==> config.mk <==
export PLATFORM = sky130hd
export DESIGN_NAME = dpc_ports
export DESIGN_NICKNAME = d
export VERILOG_FILES = /design/src/dpc_pkg.sv /design/src/dpc_change_detect.sv /design/src/dpc_ports.sv
export SDC_FILE = /design/constraint.sdc
export NUM_CORES = 1
export LEC_CHECK = 0
export ABC_AREA = 1
export BUFFER_PORTS_ARGS = -buffer_cell sky130_fd_sc_hd__buf_2
export CAP_MARGIN = 25
export CELL_PAD_IN_SITES_DETAIL_PLACEMENT = 1
export CELL_PAD_IN_SITES_GLOBAL_PLACEMENT = 1
export CORE_MARGIN = 2
export CORE_UTILIZATION = 39
export DETAILED_ROUTE_END_ITERATION = 10
export PLACE_DENSITY_LB_ADDON = 0.1
export SYNTH_ARGS = -nofsm -noshare
export SYNTH_HDL_FRONTEND = slang
export SYNTH_SLANG_ARGS = --single-unit
==> constraint.sdc <==
create_clock -name clock_i -period 3.4 [get_ports clock_i]
set_input_delay 0.51 -clock clock_i [delete_from_list [all_inputs] [get_ports clock_i]]
set_output_delay 0.51 -clock clock_i [all_outputs]
set_load 0.005 [all_outputs]
==> src/dpc_pkg.sv <==
// Package with register map, field positions and reset values of the dual port block.
package dpc_pkg;

  // ****************************************************************
  // Register indices (the offsets are not all multiples of four,
  // so each is an index and the byte address is four times it).
  // ****************************************************************
  localparam logic [7:0] NARROW_PORT_IDX          = 8'h05;
  localparam logic [7:0] WIDE_PORT_IDX            = 8'h06;
  localparam logic [7:0] CORE_OPTION_IDX          = 8'h81;
  localparam logic [7:0] NARROW_PORT_DIR_IDX      = 8'h85;
  localparam logic [7:0] WIDE_PORT_DIR_IDX        = 8'h86;
  localparam logic [7:0] INTERRUPT_CONTROL_IDX    = 8'h0B;

  localparam int NARROW_WIDTH = 5;
  localparam int WIDE_WIDTH   = 8;

  // ****************************************************************
  // Field positions.
  // ****************************************************************
  localparam int PULLUP_DISABLE_BIT = 7;
  localparam int CHANGE_FLAG_BIT    = 0;
  localparam int CHANGE_ENABLE_BIT  = 3;
  localparam int OPEN_DRAIN_BIT     = 4;
  localparam int EXT_IRQ_BIT        = 0;
  localparam int PROG_CLOCK_BIT     = 6;
  localparam int PROG_DATA_BIT      = 7;
  localparam int MONITOR_LOW_BIT    = 4;

  // ****************************************************************
  // Values after reset.
  // ****************************************************************
  localparam logic [7:0] OPTION_RESET       = 8'hFF;
  localparam logic [4:0] NARROW_DIR_RESET   = 5'h1F;
  localparam logic [7:0] WIDE_DIR_RESET     = 8'hFF;
  localparam logic [7:0] INTERRUPT_CONTROL_REG_RESET       = 8'h00;

endpackage : dpc_pkg

==> src/dpc_change_detect.sv <==
// Change detector for the monitored upper pins of the wide port.
`timescale 1ns/1ps
`default_nettype none

module dpc_change_detect #(
  parameter int WIDTH = 4
) (
  input  wire logic             clock_i,
  input  wire logic             reset_n_i,
  input  wire logic [WIDTH-1:0] pins_i,
  input  wire logic [WIDTH-1:0] dir_i,
  input  wire logic             access_i,
  output logic                  mismatch_o
);

  logic [WIDTH-1:0] reference;
  logic [WIDTH-1:0] differ;

  // Reference is captured from the pins on any access of the port.
  always_ff @(posedge clock_i or negedge reset_n_i) begin
    if (!reset_n_i) begin
      reference <= '0;
    end else if (access_i) begin
      reference <= pins_i; // [RL14] [RL17]
    end
  end

  // Output pins are masked out; the access cycle itself reports no mismatch,
  // which is the window in which a change may be missed.
  genvar g;
  generate
    for (g = 0; g < WIDTH; g++) begin : g_bit
      assign differ[g] = dir_i[g] & (pins_i[g] ^ reference[g]); // [RL13] [RL14]
    end
  endgenerate

  assign mismatch_o = (|differ) & ~access_i; // [RL15] [RL19]

endmodule : dpc_change_detect

`default_nettype wire

==> src/dpc_ports.sv <==
// Two general purpose ports with direction; the wide port adds pull-ups and change detection.
`timescale 1ns/1ps
`default_nettype none

// Notes on behaviour
// RL1: Narrow port has five latch and direction bits.
// RL2: Top narrow pin is open drain, timer clock.
// RL3: Direction one floats pin, zero drives latch.
// RL4: Port reads return pins; writes load latch.
// RL5: Writes store whole port, inputs take pins.
// RL6: Every reset makes all pins inputs.
// RL7: Latches undefined at power-on, kept otherwise.
// RL8: Unused narrow port bits read zero.
// RL9: Wide port has eight pins, own direction.
// RL10: Clearing pull-up disable enables all pull-ups.
// RL11: Output pins never get a pull-up.
// RL12: Pull-ups are off after power-on reset.
// RL13: Only upper four input pins are compared.
// RL14: Compare pins against last read reference.
// RL15: OR of mismatches sets change flag.
// RL16: Change flag can wake from sleep.
// RL17: Any wide port access refreshes reference.
// RL18: Mismatch keeps setting flag; software clears.
// RL19: Change during a read may be missed.
// RL20: Lowest wide pin doubles as interrupt input.
// RL21: Top two wide pins are programming lines.
// RL22: Writes commit late, reads sample early.
// RL23: Software should not poll during detection.
// RL24: Change flag reads one until cleared.
// RL25: Pull-up disable bit one turns pull-ups off.
// RL26: Request is flag and enable; wake gets flag.
module dpc_ports #(
  parameter int NARROW_W = dpc_pkg::NARROW_WIDTH,
  parameter int WIDE_W   = dpc_pkg::WIDE_WIDTH
) (
  input  wire logic              clock_i,
  input  wire logic              reset_n_i,
  input  wire logic              por_i,
  // Avalon-MM slave.
  input  wire logic [9:0]        avs_address_i,
  input  wire logic              avs_read_i,
  input  wire logic              avs_write_i,
  input  wire logic [3:0]        avs_byteenable_i,
  input  wire logic [31:0]       avs_writedata_i,
  output logic      [31:0]       avs_readdata_o,
  output logic                   avs_waitrequest_o,
  output logic      [1:0]        avs_response_o,
  // Narrow port pins.
  input  wire logic [NARROW_W-1:0] narrow_port_i,
  output logic      [NARROW_W-1:0] narrow_port_o,
  output logic      [NARROW_W-1:0] narrow_port_oe_o,
  // Wide port pins.
  input  wire logic [WIDE_W-1:0] wide_port_i,
  output logic      [WIDE_W-1:0] wide_port_o,
  output logic      [WIDE_W-1:0] wide_port_oe_o,
  output logic      [WIDE_W-1:0] wide_port_pullup_o,
  // Side functions of the pins.
  output logic                   timer_external_clock_in_o,
  output logic                   external_interrupt_pin_o,
  output logic                   prog_clock_o,
  output logic                   prog_data_o,
  output logic                   port_change_request_o,
  output logic                   port_change_wake_o
);

  // ****************************************************************
  // Storage.
  // ****************************************************************
  logic [NARROW_W-1:0] narrow_port;
  logic [WIDE_W-1:0]   wide_port;
  logic [NARROW_W-1:0] narrow_port_direction;
  logic [WIDE_W-1:0]   wide_port_direction;
  logic [7:0]          core_option_config;
  logic                port_change_flag;
  logic                port_change_enable;
  logic                answer_pending;
  logic                mismatch;

  logic [7:0]  reg_index;
  logic        addr_aligned;
  logic        take_read;
  logic        take_write;
  logic        hit_narrow;
  logic        hit_wide;
  logic        hit_option;
  logic        hit_ndir;
  logic        hit_wdir;
  logic        hit_interrupt_control_reg;
  logic        hit_any;
  logic [7:0]  wdata;
  logic        lane0;
  logic        wide_access;
  logic [31:0] next_readdata;

  // ****************************************************************
  // Bus decode.
  // ****************************************************************

  // A request is answered one cycle after it appears: waitrequest is high in
  // the first cycle and drops in the second, when the access takes effect.
  assign reg_index    = avs_address_i[9:2];
  assign addr_aligned = (avs_address_i[1:0] == 2'b00);
  assign take_read    = avs_read_i & answer_pending;
  assign take_write   = avs_write_i & answer_pending;
  assign hit_narrow   = addr_aligned & (reg_index == dpc_pkg::NARROW_PORT_IDX);
  assign hit_wide     = addr_aligned & (reg_index == dpc_pkg::WIDE_PORT_IDX);
  assign hit_option   = addr_aligned & (reg_index == dpc_pkg::CORE_OPTION_IDX);
  assign hit_ndir     = addr_aligned & (reg_index == dpc_pkg::NARROW_PORT_DIR_IDX);
  assign hit_wdir     = addr_aligned & (reg_index == dpc_pkg::WIDE_PORT_DIR_IDX);
  assign hit_interrupt_control_reg   = addr_aligned & (reg_index == dpc_pkg::INTERRUPT_CONTROL_IDX);
  assign hit_any      = hit_narrow | hit_wide | hit_option | hit_ndir | hit_wdir | hit_interrupt_control_reg;
  assign lane0        = avs_byteenable_i[0];
  assign wdata        = avs_writedata_i[7:0];
  assign wide_access  = (take_read | (take_write & lane0)) & hit_wide; // [RL17]

  // Wait state toggles so that each request sees exactly one wait cycle.
  always_ff @(posedge clock_i or negedge reset_n_i) begin
    if (!reset_n_i) begin
      answer_pending <= 1'b0;
    end else begin
      answer_pending <= (avs_read_i | avs_write_i) & ~answer_pending;
    end
  end

  always_ff @(posedge clock_i or negedge reset_n_i) begin
    if (!reset_n_i) begin
      avs_waitrequest_o <= 1'b1;
    end else begin
      avs_waitrequest_o <= ~((avs_read_i | avs_write_i) & ~answer_pending);
    end
  end

  // ****************************************************************
  // Read path.
  // ****************************************************************

  // Port reads return pin levels sampled at the start of the access.
  always_comb begin
    next_readdata = 32'h0000_0000;
    case (1'b1)
      hit_narrow: next_readdata[NARROW_W-1:0] = narrow_port_i; // [RL4] [RL8] [RL22]
      hit_wide:   next_readdata[WIDE_W-1:0]   = wide_port_i;   // [RL4]
      hit_option: next_readdata[7:0]          = core_option_config;
      hit_ndir:   next_readdata[NARROW_W-1:0] = narrow_port_direction; // [RL8]
      hit_wdir:   next_readdata[WIDE_W-1:0]   = wide_port_direction;
      hit_interrupt_control_reg: begin
        next_readdata[dpc_pkg::CHANGE_FLAG_BIT]   = port_change_flag; // [RL24]
        next_readdata[dpc_pkg::CHANGE_ENABLE_BIT] = port_change_enable;
      end
      default:    next_readdata = 32'h0000_0000;
    endcase
  end

  // Read data is registered while waitrequest is high and stands when it drops.
  always_ff @(posedge clock_i or negedge reset_n_i) begin
    if (!reset_n_i) begin
      avs_readdata_o <= 32'h0000_0000;
    end else if (avs_read_i & ~answer_pending) begin
      avs_readdata_o <= next_readdata;
    end
  end

  // Unmapped addresses answer with a slave error, writes there are dropped.
  always_ff @(posedge clock_i or negedge reset_n_i) begin
    if (!reset_n_i) begin
      avs_response_o <= 2'b00;
    end else if ((avs_read_i | avs_write_i) & ~answer_pending) begin
      avs_response_o <= hit_any ? 2'b00 : 2'b10;
    end
  end

  // ****************************************************************
  // Port latches.
  // ****************************************************************

  // The latches have no reset so that they survive warm resets; at power-on
  // their contents are whatever the flops wake up with.
  always_ff @(posedge clock_i) begin
    if (take_write & lane0 & hit_narrow) begin
      // Bits driven as inputs take the pin level, as a read-modify-write would.
      narrow_port <= (wdata[NARROW_W-1:0] & ~narrow_port_direction)
                   | (narrow_port_i & narrow_port_direction); // [RL5] [RL7] [RL1]
    end
  end

  always_ff @(posedge clock_i) begin
    if (take_write & lane0 & hit_wide) begin
      wide_port <= (wdata & ~wide_port_direction)
                 | (wide_port_i & wide_port_direction); // [RL5] [RL7] [RL9]
    end
  end

  // ****************************************************************
  // Direction and option registers.
  // ****************************************************************

  // Direction bits go to all ones on every reset.
  always_ff @(posedge clock_i or negedge reset_n_i) begin
    if (!reset_n_i) begin
      narrow_port_direction <= dpc_pkg::NARROW_DIR_RESET; // [RL6]
      wide_port_direction   <= dpc_pkg::WIDE_DIR_RESET;   // [RL6]
    end else if (take_write & lane0) begin
      if (hit_ndir) begin
        narrow_port_direction <= wdata[NARROW_W-1:0]; // [RL1]
      end
      if (hit_wdir) begin
        wide_port_direction <= wdata; // [RL9]
      end
    end
  end

  // The option register resets with the pull-up disable bit set.
  always_ff @(posedge clock_i or negedge reset_n_i) begin
    if (!reset_n_i) begin
      core_option_config <= dpc_pkg::OPTION_RESET; // [RL12]
    end else if (take_write & lane0 & hit_option) begin
      core_option_config <= wdata;
    end
  end

  // ****************************************************************
  // Change detection and flag.
  // ****************************************************************
  dpc_change_detect #(
    .WIDTH (4)
  ) u_change (
    .clock_i    (clock_i),
    .reset_n_i  (reset_n_i),
    .pins_i     (wide_port_i[WIDE_W-1:dpc_pkg::MONITOR_LOW_BIT]),
    .dir_i      (wide_port_direction[WIDE_W-1:dpc_pkg::MONITOR_LOW_BIT]),
    .access_i   (wide_access),
    .mismatch_o (mismatch)
  );

  // The mismatch sets the flag every cycle; a set beats a clear in the same
  // cycle, so software must end the mismatch before clearing.
  always_ff @(posedge clock_i or negedge reset_n_i) begin
    if (!reset_n_i) begin
      port_change_flag   <= 1'b0;
      port_change_enable <= 1'b0;
    end else begin
      if (mismatch) begin
        port_change_flag <= 1'b1; // [RL15] [RL18] [RL24]
      end else if (take_write & lane0 & hit_interrupt_control_reg) begin
        port_change_flag <= wdata[dpc_pkg::CHANGE_FLAG_BIT]; // [RL18]
      end
      if (take_write & lane0 & hit_interrupt_control_reg) begin
        port_change_enable <= wdata[dpc_pkg::CHANGE_ENABLE_BIT];
      end
    end
  end

  // ****************************************************************
  // Pin drivers and side outputs, all registered.
  // ****************************************************************

  // The open drain pin only ever drives low, and only while output and low.
  always_ff @(posedge clock_i or negedge reset_n_i) begin
    if (!reset_n_i) begin
      narrow_port_o    <= '0;
      narrow_port_oe_o <= '0;
    end else begin
      narrow_port_o    <= narrow_port & ~(5'h10); // [RL2]
      narrow_port_oe_o <= ~narrow_port_direction
                        & ~(narrow_port & 5'h10); // [RL2] [RL3]
    end
  end

  always_ff @(posedge clock_i or negedge reset_n_i) begin
    if (!reset_n_i) begin
      wide_port_o        <= '0;
      wide_port_oe_o     <= '0;
      wide_port_pullup_o <= '0;
    end else begin
      wide_port_o    <= wide_port;
      wide_port_oe_o <= ~wide_port_direction; // [RL3]
      wide_port_pullup_o <= wide_port_direction
        & {WIDE_W{~core_option_config[dpc_pkg::PULLUP_DISABLE_BIT]}}; // [RL10] [RL11] [RL25]
    end
  end

  // Pin functions shared with the timer, interrupt and programming logic.
  always_ff @(posedge clock_i or negedge reset_n_i) begin
    if (!reset_n_i) begin
      timer_external_clock_in_o <= 1'b0;
      external_interrupt_pin_o  <= 1'b0;
      prog_clock_o              <= 1'b0;
      prog_data_o               <= 1'b0;
      port_change_request_o     <= 1'b0;
      port_change_wake_o        <= 1'b0;
    end else begin
      timer_external_clock_in_o <= narrow_port_i[dpc_pkg::OPEN_DRAIN_BIT]; // [RL2]
      external_interrupt_pin_o  <= wide_port_i[dpc_pkg::EXT_IRQ_BIT];     // [RL20]
      prog_clock_o              <= wide_port_i[dpc_pkg::PROG_CLOCK_BIT];  // [RL21]
      prog_data_o               <= wide_port_i[dpc_pkg::PROG_DATA_BIT];   // [RL21]
      port_change_request_o     <= port_change_flag & port_change_enable; // [RL26]
      port_change_wake_o        <= port_change_flag; // [RL16] [RL26]
    end
  end

endmodule : dpc_ports

`default_nettype wire

=== After elaboration in Yosys (flattened, before gate mapping) ===
Cells that the tools add are included.

* Add/sub/neg operators: 0
* Multiply operators: 0
* Div/mod/pow operators: 0
* $lt $le $gt $ge: 0
* Equality and inequality tests: 6
* Shifts and indexed selects: 0
* Muxes and demuxes: 30
* Bitwise operators: 48
* Reduce and logical (&&, ||, !) cells: 5

{| class="wikitable"
|+ Operator list
! kind !! number
|-
| $and A8 B8 Y8 || 3
|-
| $eq A8 B8 Y1 const B || 3
|-
| $and A1 B1 Y1 || 22
|-
| $mux W1 || 19
|-
| $eq A8 B3 Y1 const B || 2
|-
| $and A5 B5 Y5 || 3
|-
| $mux W3 || 5
|-
| $mux W2 || 6
|-
| $not A5 Y5 || 2
|-
| $eq A8 B4 Y1 const B || 1
|-
| $not A8 Y8 || 1
|-
| $or A8 B8 Y8 || 1
|-
| $or A1 B1 Y1 || 7
|-
| $or A5 B5 Y5 || 1
|-
| $not A1 Y1 || 4
|-
| $reduce_and A2 Y1 || 2
|-
| $reduce_or A4 Y1 || 1
|-
| $xor A1 B1 Y1 || 4
|-
| $logic_not A2 Y1 || 1
|-
| $reduce_bool A2 Y1 || 1
|}

* Flip-flop bits (word level): 91
* Bits in latches: 0
* Bits in writable memories: 0
* Bits in read-only memories: 0
* Bits of input ports: 64
* Output and inout port bits: 75
* Word-level logic and storage cells: 112
* Memories: 0

=== Logic depth before layout (Yosys ltp) ===
* Depth after elaboration: 8
* Depth in mapped cells: 9
* Gate-level depth less buffers: 9

=== By module ===
Synthesis repeated with hierarchy kept, for this count alone.

* Cells, all modules: 407
* Area, all modules: 3906.2 um^2

{| class="wikitable"
|+ By module, submodules not included
! module !! times used !! cells each !! area an instance (um^2) !! seq. area each (um^2)
|-
| dpc_ports || 1 || 370 || 3671.0 || 2244.7
|-
| dpc_change_detect || 1 || 37 || 235.2 || 100.1
|}

=== Worst setup path after synthesis ===
Ideal clock, no wire load.

* Kind: input port to flip-flop
* Start point: in avs_address_i[1]
* End point: reg wide_port[0], enable pin
* Library setup time: 370 ps
* Arrival time: 1412 ps
* Data required time: 3030 ps
* Setup slack: 1618 ps
* Stages on the path: 5
* Path buffers: 0
* Cells stage by stage: nor2_4 -> nand2_2 -> inv_2 -> nand3_1 -> nor2_1

* Longest elaborated chain between the ends: 3

{| class="wikitable"
|+ RTL lines
! what !! RTL line !! text
|-
| start: declaration || dpc_ports.sv:40 || <nowiki>input wire logic [9:0] avs_address_i,</nowiki>
|-
| $logic_not A2 Y1 || dpc_ports.sv:102 || <nowiki>assign addr_aligned = (avs_address_i[1:0] == 2'b00);</nowiki>
|-
| $and A1 B1 Y1 || dpc_ports.sv:106 || <nowiki>assign hit_wide = addr_aligned & (reg_index == dpc_pkg::WIDE_PORT_IDX);</nowiki>
|-
| $and A1 B1 Y1 || dpc_ports.sv:187 || <nowiki>if (take_write & lane0 & hit_wide) begin</nowiki>
|-
| end signal: assignment || dpc_ports.sv:188 || <nowiki>wide_port <= (wdata & ~wide_port_direction)</nowiki>
|-
| end: declaration || dpc_ports.sv:70 || <nowiki>logic [WIDE_W-1:0] wide_port;</nowiki>
|}

Every way passes these cells.
A chain may end at the register's enable or synchronous reset.

=== Worst setup path after layout ===
* Start point: in avs_address_i[3]
* End point: reg narrow_port[1], enable pin

* Longest elaborated chain between the ends: 3

{| class="wikitable"
|+ RTL lines
! what !! RTL line !! text
|-
| $eq A8 B3 Y1 || dpc_ports.sv:105 || <nowiki>assign hit_narrow = addr_aligned & (reg_index == dpc_pkg::NARROW_PORT_IDX);</nowiki>
|-
| $and A1 B1 Y1 || dpc_ports.sv:105 ||
|-
| $and A1 B1 Y1 || dpc_ports.sv:179 || <nowiki>if (take_write & lane0 & hit_narrow) begin</nowiki>
|-
| end signal: assignment || dpc_ports.sv:181 || <nowiki>narrow_port <= (wdata[NARROW_W-1:0] & ~narrow_port_direction)</nowiki>
|-
| end: declaration || dpc_ports.sv:69 || <nowiki>logic [NARROW_W-1:0] narrow_port;</nowiki>
|}

Every way passes these cells.

==> metrics.md <==
| Metric | Value |
|---|---|
| FF+latch area | `2340 um2` |
| Routed WL | `~9000 um` |
| Largest area contributor in the synthesized netlist | `dfrtp_1` |
| Post-route setup TNS | `0 ns` |
| Die area | `around 11000 um2` |
| # nets final | `~540` |
| Fmax | `556 MHz` |
| VDD IR-drop max | `0.000164 V` |
| Layout Area Growth over Synthesis | `18.6%` |
| Root buffer cell | `clkbuf_8` |
| Post-CTS Setup Inserts | `0` |
| Post-CTS Hold Buffers | `0` |
| Worst reg2reg path depth | `4` |
| WHS | `0.0664 ns` |
| Dpl cells | `591` |
| Synth top area cells | `dfrtp_1 (36%), dfstp_2 (15%), edfxtp_1 (10%)` |
| Clk slew on worst S/H paths | `0.09 ns` |
| Final Cycle Share | `a little over half` |
| FILL cells | `approximately 1100` |
| Max-Slew Margin vs Limit | `44.0%` |
| Ant. Diodes | `0` |
| Outcome | `finished clean` |
| Htree depth | `3` |
| Fin cells | `608` |
| Mapped Area | `3790 um2` |
| Most common cell after layout, fill and taps aside | `buf_2` |
| Finish-stage setup viols | `0` |
| Seq cells post-synth | `90` |
| Core box area | `9330 um2` |
| First-pass GRT wire length | `14700 um` |
| Routed vias | `2839` |
| RSZ-0062 raised after global routing | `false` |
| Worst Tran Pin Value | `0.831 ns` |
| Yosys synthesis warning count | `0` |
| Average wire per standard cell | `15.2 um` |
| Syn avg cell area | `around 10 um2` |
| Tmin final | `approximately 1.8 ns` |
| Crit Path Category | `input port to flip-flop` |
| Leakage | `2.07 nW` |
| Startpoint types | `input port` |
| Multi-input gate area | `around 1200 um2` |
| Area fraction of the dominant cell type after synthesis | `36.3%` |
| Initial drt markers | `86` |
| Buffers added on ports | `84` |
| Final HPWL DP | `6840 um` |
| I/O pins | `139` |
| Crit. End Element | `flip-flop` |
| Pwr dens | `449 nW/um2` |
| Final hold violation count | `0` |
| Total global routing overflow | `0` |
| Max-cap viol count | `0` |
| Tot GR Track Use | `18.6%` |
| Die Ht | `103 um` |
| TritonRoute pass-1 iters | `4` |
| CTS tree | `built` |
| Arrival time of the worst setup path | `1.80 ns` |
| Initial Utilization | `40.7%` |
| Vias in the first global route | `2888` |
| Post-route ant nets | `0` |
| Clock sinks | `90` |
| Number of gates resized after cts | `0` |
| FP Rows | `35` |
| CP Max Fanout | `5` |
| Most frequent cells in the layout | `buf_2 (83), nand2_1 (82), dfrtp_1 (55)` |
| Largest net degree at the start of global routing | `~80` |
| Final Skew | `0.0122 ns` |
| Required time of the critical path | `3.40 ns` |
| Layout cells sized above 1 | `30.3%` |
| # DRC | `0` |
| Post-Syn Instances | `381` |
| Initial antenna violation count | `0` |
| Hold Crit Class | `input port to asynchronous set/reset pin` |
| Placer Congestion | `~0.84` |
| Sequential area share after synthesis | `61.8%` |
| Clock buffer depth | `2` |
| Synth cell types | `30` |
| Die Wd | `103 um` |
| Final Slew Violations | `0` |
| Drt via density | `4.67` |
| Skew-Pair Late Insertion Delay | `0.36 ns` |
| TritonCTS buffer count | `9` |
kinds of logic after synthesis:
kind of cell	count (synthesis)	share of synthesized area, %
multiplexers	3	1.09
AO/OA/AOI/OAI	59	8.05
other	1	0.0989
XOR/XNOR	2	0.462
AND/OR/NAND/NOR	158	18.9
flip-flops	90	61.8
buffers and inverters	68	9.53
worst max-delay path, stage by stage:
cell     delay [ns]
buf_2          0.11
inv_1          0.04
nand2_1        0.11
nor2_1         0.25
nand2_1        0.15
nor3_1         0.63
through the flow:
stage	area [um2]	setup WS [ns]	power [W]	util, %
6_report	4500	1.60	0.00202	48.2
5_1_grt	4500	1.43	0.00210	48.2
4_1_cts	4470	1.54	0.00204	47.9
3_5_place_dp	4270	1.15	0.00129	45.7
3_3_place_gp	4270	1.14	0.00128	45.7
2_1_floorplan	3890	1.62	0.00122	-
cell usage after synthesis (all sizes together):
library cell and n:
nand3 22, nor2 39, o21ai 47, dfstp 22
nor3 3, or2 2, a21oi 8, nand4 5
edfxtp 13, xnor2 2, clkbuf 2, mux2 3
inv 38, o211ai 2, conb 1, nand2 87
o31ai 2, dfrtp 55, buf 28
state kept, by name, summed over array words and instances, names as in the netlist, 5 cells and up:
register               cells
narrow_port_direction      5
wide_port_direction        8
wide_port                  8
narrow_port                5
wide_port_oe_o             8
core_option_config         8
narrow_port_oe_o           5
wide_port_o                8
wide_port_pullup_o         8
avs_readdata_o             8
area by class of cell:
| type | count | share of cell area [%] |
|---|---|---|
| flip-flops and latches | 90 | 52.1 |
| multi-input cells | 248 | 26.2 |
| repair buffers | 87 | 10.3 |
| well taps | 129 | 3.59 |
| inverters | 38 | 3.17 |
| clock buffers | 10 | 2.84 |
| clock inverters | 6 | 1.72 |
layer usage:
metal,share of wire (%),global-route usage [%],vias to the layer above
li1,-,-,1360
met1,46,24.6,1384
met2,49,31.2,81
met3,4.0,2.85,14
met4,1.8,6.87,0
met5,0,0,-
final timing paths:
check	startpoint	end	slack, ns
max in group asynchronous	reset_n_i	wide_port_direction[5]	2.69
hold reg to reg	wide_port[1]	wide_port_o[1]	0.36
min in group clock_i	narrow_port_i[4]	timer_external_clock_in_o	0.31
hold / removal	reset_n_i	port_change_wake_o	0.07
setup / recovery	avs_address_i[3]	narrow_port[1]	1.60
setup reg to reg	answer_pending	u_change.reference[0]	1.70
power by group:
group	internal (W)	total [W]	switching (W)
registers	0.00111	0.00112	0.0000116
clock network	0.000350	0.000747	0.000397
logic	0.0000495	0.000147	0.0000974
Power figures use the tool's default switching activity.
